<file path="src/hw/bsl_consts.vh">
// constants for the burst sequencing and latency block
`ifndef BSL_CONSTS_VH
`define BSL_CONSTS_VH
`define BSL_LAT_CODE_5      4'h0
`define BSL_LAT_CODE_6      4'h1
`define BSL_LAT_CODE_7      4'h2
`define BSL_LAT_CODE_3      4'hE
`define BSL_LAT_CODE_4      4'hF
`define BSL_LAT_RESET_CODE  4'h2
`define BSL_LAT_RESET_CLKS  3'h7
`define BSL_LAT_MIN_CLKS    3'h3
`define BSL_HYB_RESET       1'b1
`define BSL_FIXED_RESET     1'b1
`define BSL_BURST_LEN_RESET 2'h3
`define BSL_BURST_LINEAR    1'b1
`define BSL_WLEN_128        2'h0
`define BSL_WLEN_64         2'h1
`define BSL_WLEN_16         2'h2
`define BSL_WLEN_32         2'h3
`define BSL_CFG0_LAT_HI     7
`define BSL_CFG0_LAT_LO     4
`define BSL_CFG0_FIXED      3
`define BSL_CFG0_HYB        2
`define BSL_CFG0_LEN_HI     1
`define BSL_CFG0_LEN_LO     0
`define BSL_CFG1_BTYPE      7
`define BSL_ADDR_STEP       32'h00000002
`endif

</file>
<file path="src/hw/bsl_sync.v">
// three-stage input synchroniser with agreement filter
`timescale 1ns/100ps
module bsl_sync
(
  input  wire ref_clk_i,
  input  wire rst_n_i,
  input  wire async_i,
  output reg  level_o
);
  reg s1_q;
  reg s2_q;
  reg s3_q;
  always @(posedge ref_clk_i)
  begin
    if (!rst_n_i)
    begin
      // rest at the idle level of the active-low select, so reset shows no false frame
      s1_q    <= 1'b1;
      s2_q    <= 1'b1;
      s3_q    <= 1'b1;
      level_o <= 1'b1;
    end
    else
    begin
      s1_q <= async_i;
      s2_q <= s1_q;
      s3_q <= s2_q;
      // change counts only once stages two and three agree
      if (s2_q == s3_q)
        level_o <= s3_q;
    end
  end
endmodule

</file>
<file path="src/hw/bsl_core.v">
// burst address sequencing and initial latency control
`timescale 1ns/100ps
`include "bsl_consts.vh"
module bsl_core
(
  input  wire        ref_clk_i,
  input  wire        rst_n_i,
  input  wire        chip_sel_n_i,
  input  wire        ca_done_i,
  input  wire        ca_reg_space_i,
  input  wire        ca_read_i,
  input  wire        ca_burst_linear_i,
  input  wire [31:0] ca_addr_i,
  input  wire        advance_i,
  input  wire        refresh_due_i,
  input  wire        cfg0_we_i,
  input  wire [15:0] cfg0_wdata_i,
  input  wire        cfg1_we_i,
  input  wire [15:0] cfg1_wdata_i,
  output reg  [31:0] addr_o,
  output reg         rwds_o,
  output reg         rwds_oe_o,
  output reg         data_phase_o,
  output reg         reg_capture_o,
  output reg         refresh_go_o,
  output reg  [3:0]  lat_code_o,
  output reg         lat_code_bad_o
);
  ////////////////////////////////////////////////////////////////////////
  localparam [3:0] ST_IDLE = 4'h1;
  localparam [3:0] ST_CA   = 4'h2;
  localparam [3:0] ST_LAT  = 4'h4;
  localparam [3:0] ST_DATA = 4'h8;

  // unknown codes fall back to the longest latency, the safe side
  function [2:0] lat_clks;
    input [3:0] code;
    begin
      case (code)
        `BSL_LAT_CODE_5: lat_clks = 3'h5;
        `BSL_LAT_CODE_6: lat_clks = 3'h6;
        `BSL_LAT_CODE_7: lat_clks = 3'h7;
        `BSL_LAT_CODE_3: lat_clks = 3'h3;
        `BSL_LAT_CODE_4: lat_clks = 3'h4;
        default:         lat_clks = `BSL_LAT_RESET_CLKS;
      endcase
    end
  endfunction

  function [7:0] wrap_mask;
    input [1:0] len;
    begin
      case (len)
        `BSL_WLEN_128: wrap_mask = 8'h7F;
        `BSL_WLEN_64:  wrap_mask = 8'h3F;
        `BSL_WLEN_16:  wrap_mask = 8'h0F;
        default:       wrap_mask = 8'h1F;
      endcase
    end
  endfunction

  ////////////////////////////////////////////////////////////////////////
  wire cs_n;
  bsl_sync u_cs_sync
  (
    .ref_clk_i (ref_clk_i),
    .rst_n_i   (rst_n_i),
    .async_i   (chip_sel_n_i),
    .level_o   (cs_n)
  );

  reg [3:0]  lat_q;
  reg        fixed_q;
  reg        hyb_q;
  reg [1:0]  wlen_q;
  reg        btype_q;
  reg [3:0]  st_q;
  reg [3:0]  cnt_q;
  reg        wrap_q;
  reg        hyb_act_q;
  reg [7:0]  start_q;
  reg [31:0] group_q;

  wire [7:0]  msk      = wrap_mask(wlen_q);
  wire [31:0] mask32   = {24'h000000, msk};
  wire [31:0] next_lin = addr_o + `BSL_ADDR_STEP;
  wire [31:0] next_wrp = (addr_o & ~mask32) | (next_lin & mask32);
  wire [7:0]  next_low = next_wrp[7:0] & msk;
  wire        wrap_end = (next_low == start_q);
  wire        lat_txn  = ca_read_i | ~ca_reg_space_i;
  wire        dbl      = fixed_q | refresh_due_i;
  wire [3:0]  one_lat  = {1'b0, lat_clks(lat_q)};
  wire        wrapped  = ~(ca_burst_linear_i & btype_q);

  ////////////////////////////////////////////////////////////////////////
  always @(posedge ref_clk_i)
  begin
    if (!rst_n_i)
    begin
      lat_q <= `BSL_LAT_RESET_CODE;
      fixed_q <= `BSL_FIXED_RESET;
      hyb_q <= `BSL_HYB_RESET;
      wlen_q <= `BSL_BURST_LEN_RESET;
      btype_q <= `BSL_BURST_LINEAR;
    end
    else
    begin
      if (cfg0_we_i)
      begin
        lat_q   <= cfg0_wdata_i[`BSL_CFG0_LAT_HI:`BSL_CFG0_LAT_LO];
        fixed_q <= cfg0_wdata_i[`BSL_CFG0_FIXED];
        hyb_q   <= cfg0_wdata_i[`BSL_CFG0_HYB];
        wlen_q  <= cfg0_wdata_i[`BSL_CFG0_LEN_HI:`BSL_CFG0_LEN_LO];
      end
      if (cfg1_we_i)
        btype_q <= cfg1_wdata_i[`BSL_CFG1_BTYPE];
    end
  end

  ////////////////////////////////////////////////////////////////////////
  always @(posedge ref_clk_i)
  begin
    if (!rst_n_i)
    begin
      st_q           <= ST_IDLE;
      cnt_q          <= 4'h0;
      wrap_q         <= 1'b0;
      hyb_act_q      <= 1'b0;
      start_q        <= 8'h00;
      group_q        <= 32'h00000000;
      addr_o         <= 32'h00000000;
      rwds_o         <= 1'b0;
      rwds_oe_o      <= 1'b0;
      data_phase_o   <= 1'b0;
      reg_capture_o  <= 1'b0;
      refresh_go_o   <= 1'b0;
      lat_code_o     <= `BSL_LAT_RESET_CODE;
      lat_code_bad_o <= 1'b0;
    end
    else
    begin
      lat_code_o     <= lat_q;
      lat_code_bad_o <= (lat_clks(lat_q) == `BSL_LAT_RESET_CLKS) && (lat_q != `BSL_LAT_CODE_7);
      refresh_go_o   <= 1'b0;
      if (cs_n)
      begin
        // select high ends any burst at once
        st_q         <= ST_IDLE;
        rwds_o       <= 1'b0;
        rwds_oe_o    <= 1'b0;
        data_phase_o <= 1'b0;
        reg_capture_o <= 1'b0;
      end
      else
      begin
        case (st_q)
          ST_IDLE:
          begin
            st_q      <= ST_CA;
            rwds_oe_o <= 1'b1;
            // strobe shows double latency, fixed mode or refresh need; for register writes it is don't care
            rwds_o    <= fixed_q | refresh_due_i;
          end
          ST_CA:
          begin
            if (ca_done_i)
            begin
              rwds_oe_o <= 1'b0;
              rwds_o    <= 1'b0;
              addr_o    <= ca_addr_i;
              start_q   <= ca_addr_i[7:0] & msk;
              group_q   <= (ca_addr_i & ~mask32) + mask32 + 32'h00000001;
              wrap_q    <= wrapped;
              hyb_act_q <= wrapped & ~hyb_q;
              if (lat_txn)
              begin
                st_q  <= ST_LAT;
                cnt_q <= dbl ? (one_lat << 1) - 4'h1 : one_lat - 4'h1;
                refresh_go_o <= refresh_due_i & ~fixed_q;
              end
              else
              begin
                st_q          <= ST_DATA;
                data_phase_o  <= 1'b1;
                reg_capture_o <= 1'b1;
                refresh_go_o  <= refresh_due_i;
              end
            end
            else
              rwds_o <= fixed_q | refresh_due_i;
          end
          ST_LAT:
          begin
            if (cnt_q == 4'h0)
            begin
              st_q         <= ST_DATA;
              data_phase_o <= 1'b1;
            end
            else
              cnt_q <= cnt_q - 4'h1;
          end
          ST_DATA:
          begin
            reg_capture_o <= 1'b0;
            if (advance_i)
            begin
              if (!wrap_q)
                addr_o <= next_lin;
              else if (hyb_act_q && wrap_end)
              begin
                addr_o <= group_q;
                wrap_q <= 1'b0;
              end
              else
                addr_o <= next_wrp;
            end
          end
          default:
            st_q <= ST_IDLE;
        endcase
      end
    end
  end
endmodule

</file>
<file path="config.mk">
export PLATFORM = sky130hd
export DESIGN_NAME = bsl_core
export DESIGN_NICKNAME = d
export VERILOG_FILES = /design/src/hw/bsl_sync.v /design/src/hw/bsl_core.v
export VERILOG_INCLUDE_DIRS = /design/src /design/src/hw
export SDC_FILE = /design/constraint.sdc
export NUM_CORES = 1
export LEC_CHECK = 0
export BUFFER_PORTS_ARGS = -buffer_cell sky130_fd_sc_hd__buf_2
export CAP_MARGIN = 30
export CORE_MARGIN = 2
export CORE_UTILIZATION = 56
export CTS_CLUSTER_SIZE = 10
export DETAILED_ROUTE_END_ITERATION = 12
export PLACE_DENSITY = 0.81
export SYNTH_ARGS = -nofsm -noshare
export SYNTH_HDL_FRONTEND = slang
export SYNTH_SLANG_ARGS = --single-unit
</file>
<file path="constraint.sdc">
create_clock -name ref_clk_i -period 2.6 [get_ports ref_clk_i]
set_input_delay 0.13 -clock ref_clk_i [delete_from_list [all_inputs] [get_ports ref_clk_i]]
set_output_delay 0.13 -clock ref_clk_i [all_outputs]
set_load 0.01 [all_outputs]
</file>
Word level (Yosys, flattened, before mapping)
Cells that the tools add are included.

word-level totals
  bits in registers = 105
  input bits = 75
  output and inout port bits = 42
  word-level logic and storage cells = 118

cells by class
  $add $sub $neg = 6
  equal/unequal tests = 19
  mux-type cells = 32
  bitwise operators = 21
  reductions and logical operators = 17

operators by type and width
  kind                   count
  $mux 32                4
  $and 32x32->32         2
  $pmux 32 s2            1
  $add 32x1->32 const B  1
  $add 32x2->32 const B  1
  $add 32x8->32          1
  $and 32x8->32          1
  $not 8->32             1
  $or 32x32->32          1
  $mux 4                 7
  $pmux 7 s3             1
  $and 8x8->8            2
  $pmux 4 s4             1
  $eq 4x4->1 const B     3
  $ne 2x2->1 const B     6
  $pmux 3 s4             1
  $mux 1                 10
  $pmux 1 s2             5
  $not 1->1              9
  $reduce_and 3->1       3
  $eq 4x1->1 const B     2
  $eq 8x8->1             1
  $logic_not 4->1        2
  $pmux 4 s2             1
  other kinds (20)       28

Depth between registers and ports, before layout
Gate-level depths: netlist (run 1).

  depth in word-level cells = 12
  depth in mapped cells = 10
  depth with buffers taken out = 9

Modules after synthesis
A second synthesis (run 1) with hierarchy kept.

unflattened totals
  cells, all modules = 723
  area, all modules = 5879.4 µm²

modules (own cells, without submodules)
  module    instances  cells each  area an instance (µm²)  sequential area each (µm²)
  bsl_core  1          713         5766.8                  1921.8
  bsl_sync  1          10          112.6                   80.1

Worst setup path after synthesis (run 1)
No wires, ideal clock.

  path type = register to register
  start point = register addr_o[3]
  end point = register addr_o[26]
  library setup time = 117 ps
  arrival time = 2321 ps
  data required time = 2483 ps
  setup slack = 162 ps
  stages on the path, launching flop included = 10
  buffers on the path = 2
  period minus slack after synthesis = 2438 ps
  path through = dfxtp_1 > buf_2 > nand4_4 > or4_1 > buf_2 > nor4_2 > xnor2_1 > o21ai_0 > a31o_2 > a32o_1

on the way
  word-level cells in the longest chain between the ends = 10
  elaborated cells between the ends (all ways) = 11
  classes of those cells = add/sub (1); eq/ne (1); mux (4); bitwise (4); reduce/logical (1)

RTL lines
  element                         line            RTL
  from (decl)                     bsl_core.v:20   output reg [31:0] addr_o,
  from (signal assigned)          bsl_core.v:170  addr_o <= ca_addr_i;
  from (signal assigned)          bsl_core.v:208  addr_o <= next_lin;
  from (signal assigned)          bsl_core.v:211  addr_o <= group_q;
  $add 32x2->32 (no source line)  -
  $and 32x8->32                   bsl_core.v:87   wire [31:0] next_wrp = (addr_o & ~mask32) | (next_lin & mask32);
  $or 32x32->32                   bsl_core.v:87
  $and 8x8->8                     bsl_core.v:88   wire [7:0] next_low = next_wrp[7:0] & msk;
  $eq 8x8->1                      bsl_core.v:89   wire wrap_end = (next_low == start_q);
  $logic_and 1x1->1               bsl_core.v:209  else if (hyb_act_q && wrap_end)
  $mux 32                         bsl_core.v:209
  $mux 32 (*)                     bsl_core.v:207  if (!wrap_q)
  $mux 32 (*)                     bsl_core.v:205  if (advance_i)
  $pmux 32 s2 (*)                 bsl_core.v:156  case (st_q)

Every way passes the cells marked *; elsewhere a longest branch is shown, timed or not. The select of a mux whose other input is x is not followed.
A chain may end at the register's enable or synchronous reset.

Worst setup path after layout (run 1)
Ends and elaborated chain as after synthesis.

==> out/summary.txt, run 1 <==
Outcome: finished, final reports clean
Pre-antenna DRT Iters: 5
Core area: 9819 um2
Total power: 2.949 mW
Static Leak: 2.650 nW
Number of synthesized flops with an enable pin: 0
Final Skew: 0.01140 ns
Cell Area, Synth: 5703 um2
WL/cell: 17.11 um
Nets: 900
GP Congestion: 0.9063
# setup viols final: 0
Top cell type's share of synthesized area: 35.10%
N_diodes: 0
All-Layer GR Usage: 29.83%
Mapped Avg Cell Area: 8.089 um2
CP Class: register to register
Fin crit period: 2.509 ns
Share of cells above drive strength 1: 21.09%
DR vias: 5806
Max Fclk: 398.5 MHz
Syn_nets: 785
Clk buf depth: 2
Post-route ant nets: 0
Required time of the critical path: 2.87 ns
Critical-path top delay cell: or4_1
Initial antenna violation count: 0
Gate count of the mapped netlist: 705
Clk root buf: clkbuf_8
Power Density: 430.2 nW/um2
Footprint of the multi-input gates: 3393 um2
Setup TNS: 0 ns
Worst-path fanout max: 7
Synth area leaders: dfxtp_1 (35%), xnor2_1 (6.8%), nor2_1 (4.7%)
Register Area: 2004 um2
First-pass GRT wire length: 26880 um
Final Max Tran Viols: 0
DP Worst Slack: 0.1284 ns
Die Ht: 104.9 um
Worst-path cell chain: nand4_4 -> or4_1 -> nor4_2 -> xnor2_1 -> o21ai_0 -> a31o_2 -> a32o_1
Slew HR: 66.20%
Port Buffers: 93
Final worst slack: 0.09065 ns
Max Cap Violations: 0
Hold Vio Cnt, Final: 0
WP buf/inv: 0
Die Wd: 104.9 um
Worst setup SP type: register
Synth cell types: 63
Flop and latch count out of synthesis: 100
Top delay family on crit path: simple AND/OR/NAND/NOR gates
Worst ir drop on vdd: 0.0003154 V
Largest net degree at the start of global routing: 33
Post-DP HPWL: 11300 um
Hold crit path type: input pin to register
Vias per cell: 6.061
Row count: 36
Number of global-route vias before repair: 5510
CP peak stage delay: 0.73 ns
Initial Utilization: 58.08%
CTS clk-pin slew, worst paths: 0.10 ns
RSZ-0062 raised after global routing: true
Worst skew pair latency: 0.37 ns
Residual DRC: 0
CTS tree: yes
Area grow syn2layout: 20.18%
Cell taking the most area after synthesis: dfxtp_1
CTS H-tree lvls: 3
Most frequent cells in the layout: dfxtp_1 (98), buf_2 (93), nor2_1 (69), nand2_1 (62), o21ai_0 (46)
Grt ovf: 0
Hold slack: 0.007857 ns
Fin crit share: 96.51%
Synth Flop Type: dfxtp_1
Async set-reset flop share out of synthesis: 0%
Final WL: 16390 um
Fill cells: 813
Post-synthesis sequential area ratio: 35.10%
Number of DRC markers in iteration 0: 504
Most common cell after layout, fill and taps aside: dfxtp_1
CTS Buf Count: 9
Synth Warn #: 0
Worst Path Arrival: 2.78 ns
Die area: 11010 um2
Worst-Margin Slew: 0.5040 ns
CP Capture Type: register
Clock net sink count: 100
I/O pin cnt: 117
Setup bufs post-CTS: 0
## final timing paths
check | startpoint | end | slack [ns] | depth (start not counted)
setup / recovery | addr_o[3] | addr_o[26] | 0.09 | 7
hold / removal | refresh_due_i | refresh_go_o | 0.008 | 3
hold reg to reg | u_cs_sync.s1_q | u_cs_sync.s2_q | 0.44 | 1
setup reg to reg | addr_o[3] | addr_o[26] | 0.09 | 7
## per-layer routing
layer	vias up	wire, um	share of wire (%)	GRT usage (%)
met5	-	0	0	0
met4	0	289	1.8	11.33
met3	31	1204	7.3	3.556
met2	289	7970	49	49.86
met1	2745	6928	42	39.45
li1	2741	-	-	-
## sequential cells by signal, summed over array words and instances, names as in the netlist, 2 cells and up
register    count
group_q        28
st_q            4
wlen_q          2
start_q         7
cnt_q           4
lat_code_o      4
addr_o         32
lat_q           4
## worst reg2reg max path, cell delays in order (launching register included)
cell and delay [ns]:
dfxtp_1 0.46, nand4_4 0.15, or4_1 0.73, nor4_2 0.38
xnor2_1 0.15, o21ai_0 0.08, a31o_2 0.22, a32o_1 0.23
## final cells by class
class | instances | share of cell area (%)
Multi-Input combinational cell | 525 | 49.51
Sequential cell | 100 | 29.24
Timing Repair Buffer | 144 | 13.36
Tap cell | 133 | 2.428
Inverter | 40 | 2.191
Clock buffer | 11 | 2.063
Clock inverter | 5 | 1.205
## cell usage after synthesis, drive strengths merged (21+ instances only)
master / number
nand2: 62
xnor2: 44
o21ai: 47
clkbuf: 29
a211oi: 22
nand3: 29
nor2: 72
a22o: 22
dfxtp: 100
a21oi: 40
inv: 40
nand4: 21
## power by group
part	internal [mW]	switching (mW)
clock network	0.573	0.571
logic	0.110	0.136
registers	1.54	0.0132
## cell families (layout without fill, tap and decap cells)
logic type / count (synthesis) / count (layout) / share of synthesized area [%]
and+or+nand+nor: 257 / 257 / 22.97
AOI/OAI and AO/OA: 192 / 192 / 23.61
DFF: 100 / 100 / 35.10
buffers and inverters: 80 / 200 / 6.055
xor gates and xnor gates: 60 / 60 / 9.214
muxes: 11 / 11 / 1.953
adders and majority gates: 5 / 5 / 1.097
## metrics by stage
step / cells / area [um2] / utilization [%]
6_report: 958 / 6854 / 69.80
2_1_floorplan: 705 / 5703 / -
3_5_place_dp: 930 / 6479 / 65.98
4_1_cts: 958 / 6823 / 69.48
5_1_grt: 958 / 6854 / 69.80
3_3_place_gp: 930 / 6479 / 65.98
## repair_timing
item,CTS,global route
hold buffers,12,0
hold endpoints to repair,11,0
setup endpoints to repair,0,26
gates resized for setup,0,8
No activity file was read; power rests on OpenSTA's default activity.
==> run 2: changes to the inputs <==
--- a/config.mk
+++ b/config.mk
@@ -15,4 +15,5 @@
 export PLACE_DENSITY = 0.81
 export SYNTH_ARGS = -nofsm -noshare
 export SYNTH_HDL_FRONTEND = slang
+export SYNTH_HIERARCHICAL = 1
 export SYNTH_SLANG_ARGS = --single-unit
==> run 2 against run 1 <==
  * Core utilization down 3.2 points
  * Setup slack better by 0.0063 ns
  * Worst hold slack better by 0.0056 ns
  * Area after synthesis up 3.1%
  * Largest cell class unchanged
==> out/summary.txt, run 2 <==
CP Class: register to register
Critical-path top delay cell: o311a_4
Vias per cell: 6.089
Most frequent cells in the layout: dfxtp_1 (100), buf_2 (93), nand2_1 (92), o21ai_0 (42), nor2_1 (37)
Hold depth: 3
Clk buf depth: 2
Max Cap Violations: 0
Die Ht: 106.5 um
CP peak stage delay: 0.54 ns
Biggest regs: addr_o (32), group_q (28), start_q (7)
Clock net sink count: 100
Cell taking the most area after synthesis: dfxtp_1
Final Skew: 0.01257 ns
Synth area leaders: dfxtp_1 (34%), nand2_1 (5.9%), xnor2_1 (5.2%)
Worst Path Arrival: 2.80 ns
Final instance area: 6849 um2
N_diodes: 0
Worst Reg-to-Reg Cells: 7
All-Layer GR Usage: 28.53%
Hold worst-path end: refresh_go_o
CP Capture Type: register
Fin crit period: 2.503 ns
First-pass GRT wire length: 26160 um
Residual DRC: 0
Final Max Tran Viols: 0
Area grow syn2layout: 16.49%
Worst setup SP type: register
Post-Layout Cell Count: 962
Most common cell after layout, fill and taps aside: dfxtp_1
Slew HR: 56.79%
Nets: 902
Worst skew pair latency: 0.39 ns
Final WL: 16080 um
Largest net degree at the start of global routing: 35
DR vias: 5858
Row count: 37
Async set-reset flop share out of synthesis: 0%
Clk root buf: clkbuf_8
Top cell type's share of synthesized area: 34.05%
Hold Vio Cnt, Final: 0
Post-route ant nets: 0
Outcome: finished, final reports clean
CTS H-tree lvls: 3
Placed Instance Area: 6529 um2
R2R Path Start: addr_o[2]
Max reg flops: 32
Worst Hold Launch: refresh_due_i
Power Density: 423.4 nW/um2
Share of cells above drive strength 1: 21.91%
GP Congestion: 0.9576
I/O pin cnt: 117
Final worst slack: 0.09692 ns
Post-synthesis sequential area ratio: 34.05%
WL/cell: 16.72 um
Grt ovf: 0
Initial Utilization: 57.21%
Worst ir drop on vdd: 0.0003628 V
CTS clk-pin slew, worst paths: 0.10 ns
Pre-antenna DRT Iters: 7
Synth top cells by count: dfxtp_1 (100), nand2_1 (92), o21ai_0 (42)
CTS Buf Count: 9
# setup viols final: 0
Required time of the critical path: 2.89 ns
Mapped Avg Cell Area: 8.132 um2
Worst-path fanout max: 24
Port Buffers: 93
Max Fclk: 399.5 MHz
CP most frequent cell: xnor2_1
Most common cell in the netlist: dfxtp_1
Worst reg2reg endpoint: addr_o[14]
Cell Count Post-Placement: 938
Worst-path cell chain: ha_1 -> xnor2_1 -> xnor2_1 -> nor2_1 -> nand3_2 -> o311a_4 -> a21o_1
CTS tree: yes
Synth Warn #: 6
Static Leak: 2.704 nW
Flop and latch count out of synthesis: 100
Synth cell types: 74
Post-DP HPWL: 11550 um
Worst-Margin Slew: 0.6481 ns
Footprint of the multi-input gates: 3572 um2
Fill cells: 869
Gate count of the mapped netlist: 723
Number of global-route vias before repair: 5610
Die Wd: 106.5 um
DP Worst Slack: 0.06983 ns
Initial antenna violation count: 0
Number of synthesized flops with an enable pin: 0
Cell Area, Synth: 5879 um2
Fin crit share: 96.27%
Synth Flop Type: dfxtp_1
Number of DRC markers in iteration 0: 353
Reg-to-reg slack, setup: 0.1 ns
Die area: 11330 um2
Syn_nets: 803
Hold crit path type: input pin to register
Register Area: 2002 um2
Largest Register: addr_o
Core area: 10280 um2
run 2: cell families (layout without fill, tap and decap cells):
family	Yosys count	after routing	share of synthesized area [%]
AO/OA/AOI/OAI	182	182	22.30
XOR/XNOR	57	57	8.491
adder cells (fa/ha/maj)	5	5	1.064
buffers and inverters	72	175	5.554
flip-flops	100	100	34.05
multiplexers	14	14	2.447
AND/OR/NAND/NOR	293	293	26.09
run 2: what timing repair did:
action / 4_1_cts / 5_1_grt
hold buffers: 8 / 0
resized for setup: 0 / 2
buffers inserted: 0 / 1
endpoints found under the hold margin: 7 / 0
endpoints found under the setup margin: 0 / 25
run 2: worst max-delay path, delay by kind of cell, from the launching register on:
kind                       cells  cell delay [ns]
AOI/OAI and AO/OA              2             0.76
xor gates and xnor gates       2             0.36
DFF                            1             0.45
and+or+nand+nor                2             0.54
adders and majority gates      1             0.29
run 2: final cells by class:
class / instances / area share, %
Clock buffer: 10 / 1.863
Multi-Input combinational cell: 551 / 52.16
Tap cell: 136 / 2.484
Inverter: 27 / 1.480
Timing Repair Buffer: 133 / 11.66
Sequential cell: 100 / 29.23
Clock inverter: 5 / 1.133
run 2: worst max-delay path by stage:
stage | start | to | slack (ns)
5_1_grt | addr_o[2] | addr_o[16] | -0.01
6_report | addr_o[2] | addr_o[14] | 0.1
3_5_place_dp | addr_o[2] | addr_o[15] | 0.07
3_3_place_gp | addr_o[2] | addr_o[26] | 0.15
2_1_floorplan | addr_o[1] | addr_o[14] | 0.26
4_1_cts | addr_o[2] | addr_o[15] | 0.03
run 2: metal layers:
layer  global-route usage [%]  share of wire [%]  up-vias
met5                        0                  0        -
met4                    9.462                2.0        0
met3                    7.296                9.0       38
met2                    47.99                 47      285
met1                    35.64                 42     2751
li1                         -                  -     2784
run 2: report_power, final:
part           switching [mW]  total, mW  internal, mW  leakage (nW)
sequential             0.0167       1.56          1.55         0.809
clock                   0.549       1.08         0.534         0.102
combinational           0.141      0.253         0.112          1.79
total                   0.707       2.90          2.19          2.70
run 2: stage by stage:
step | util [%] | TNS [ns] | total power [mW] | hold WS [ns]
floorplan | - | 0 | 1.732 | 0.2030
detailed placement | 63.53 | 0 | 1.838 | 0.3300
global route | 66.64 | -0.02823 | 2.994 | 0.01937
CTS | 66.30 | 0 | 2.904 | 0.009155
finish | 66.64 | 0 | 2.900 | 0.01349
global placement | 63.53 | 0 | 1.830 | 0.3142
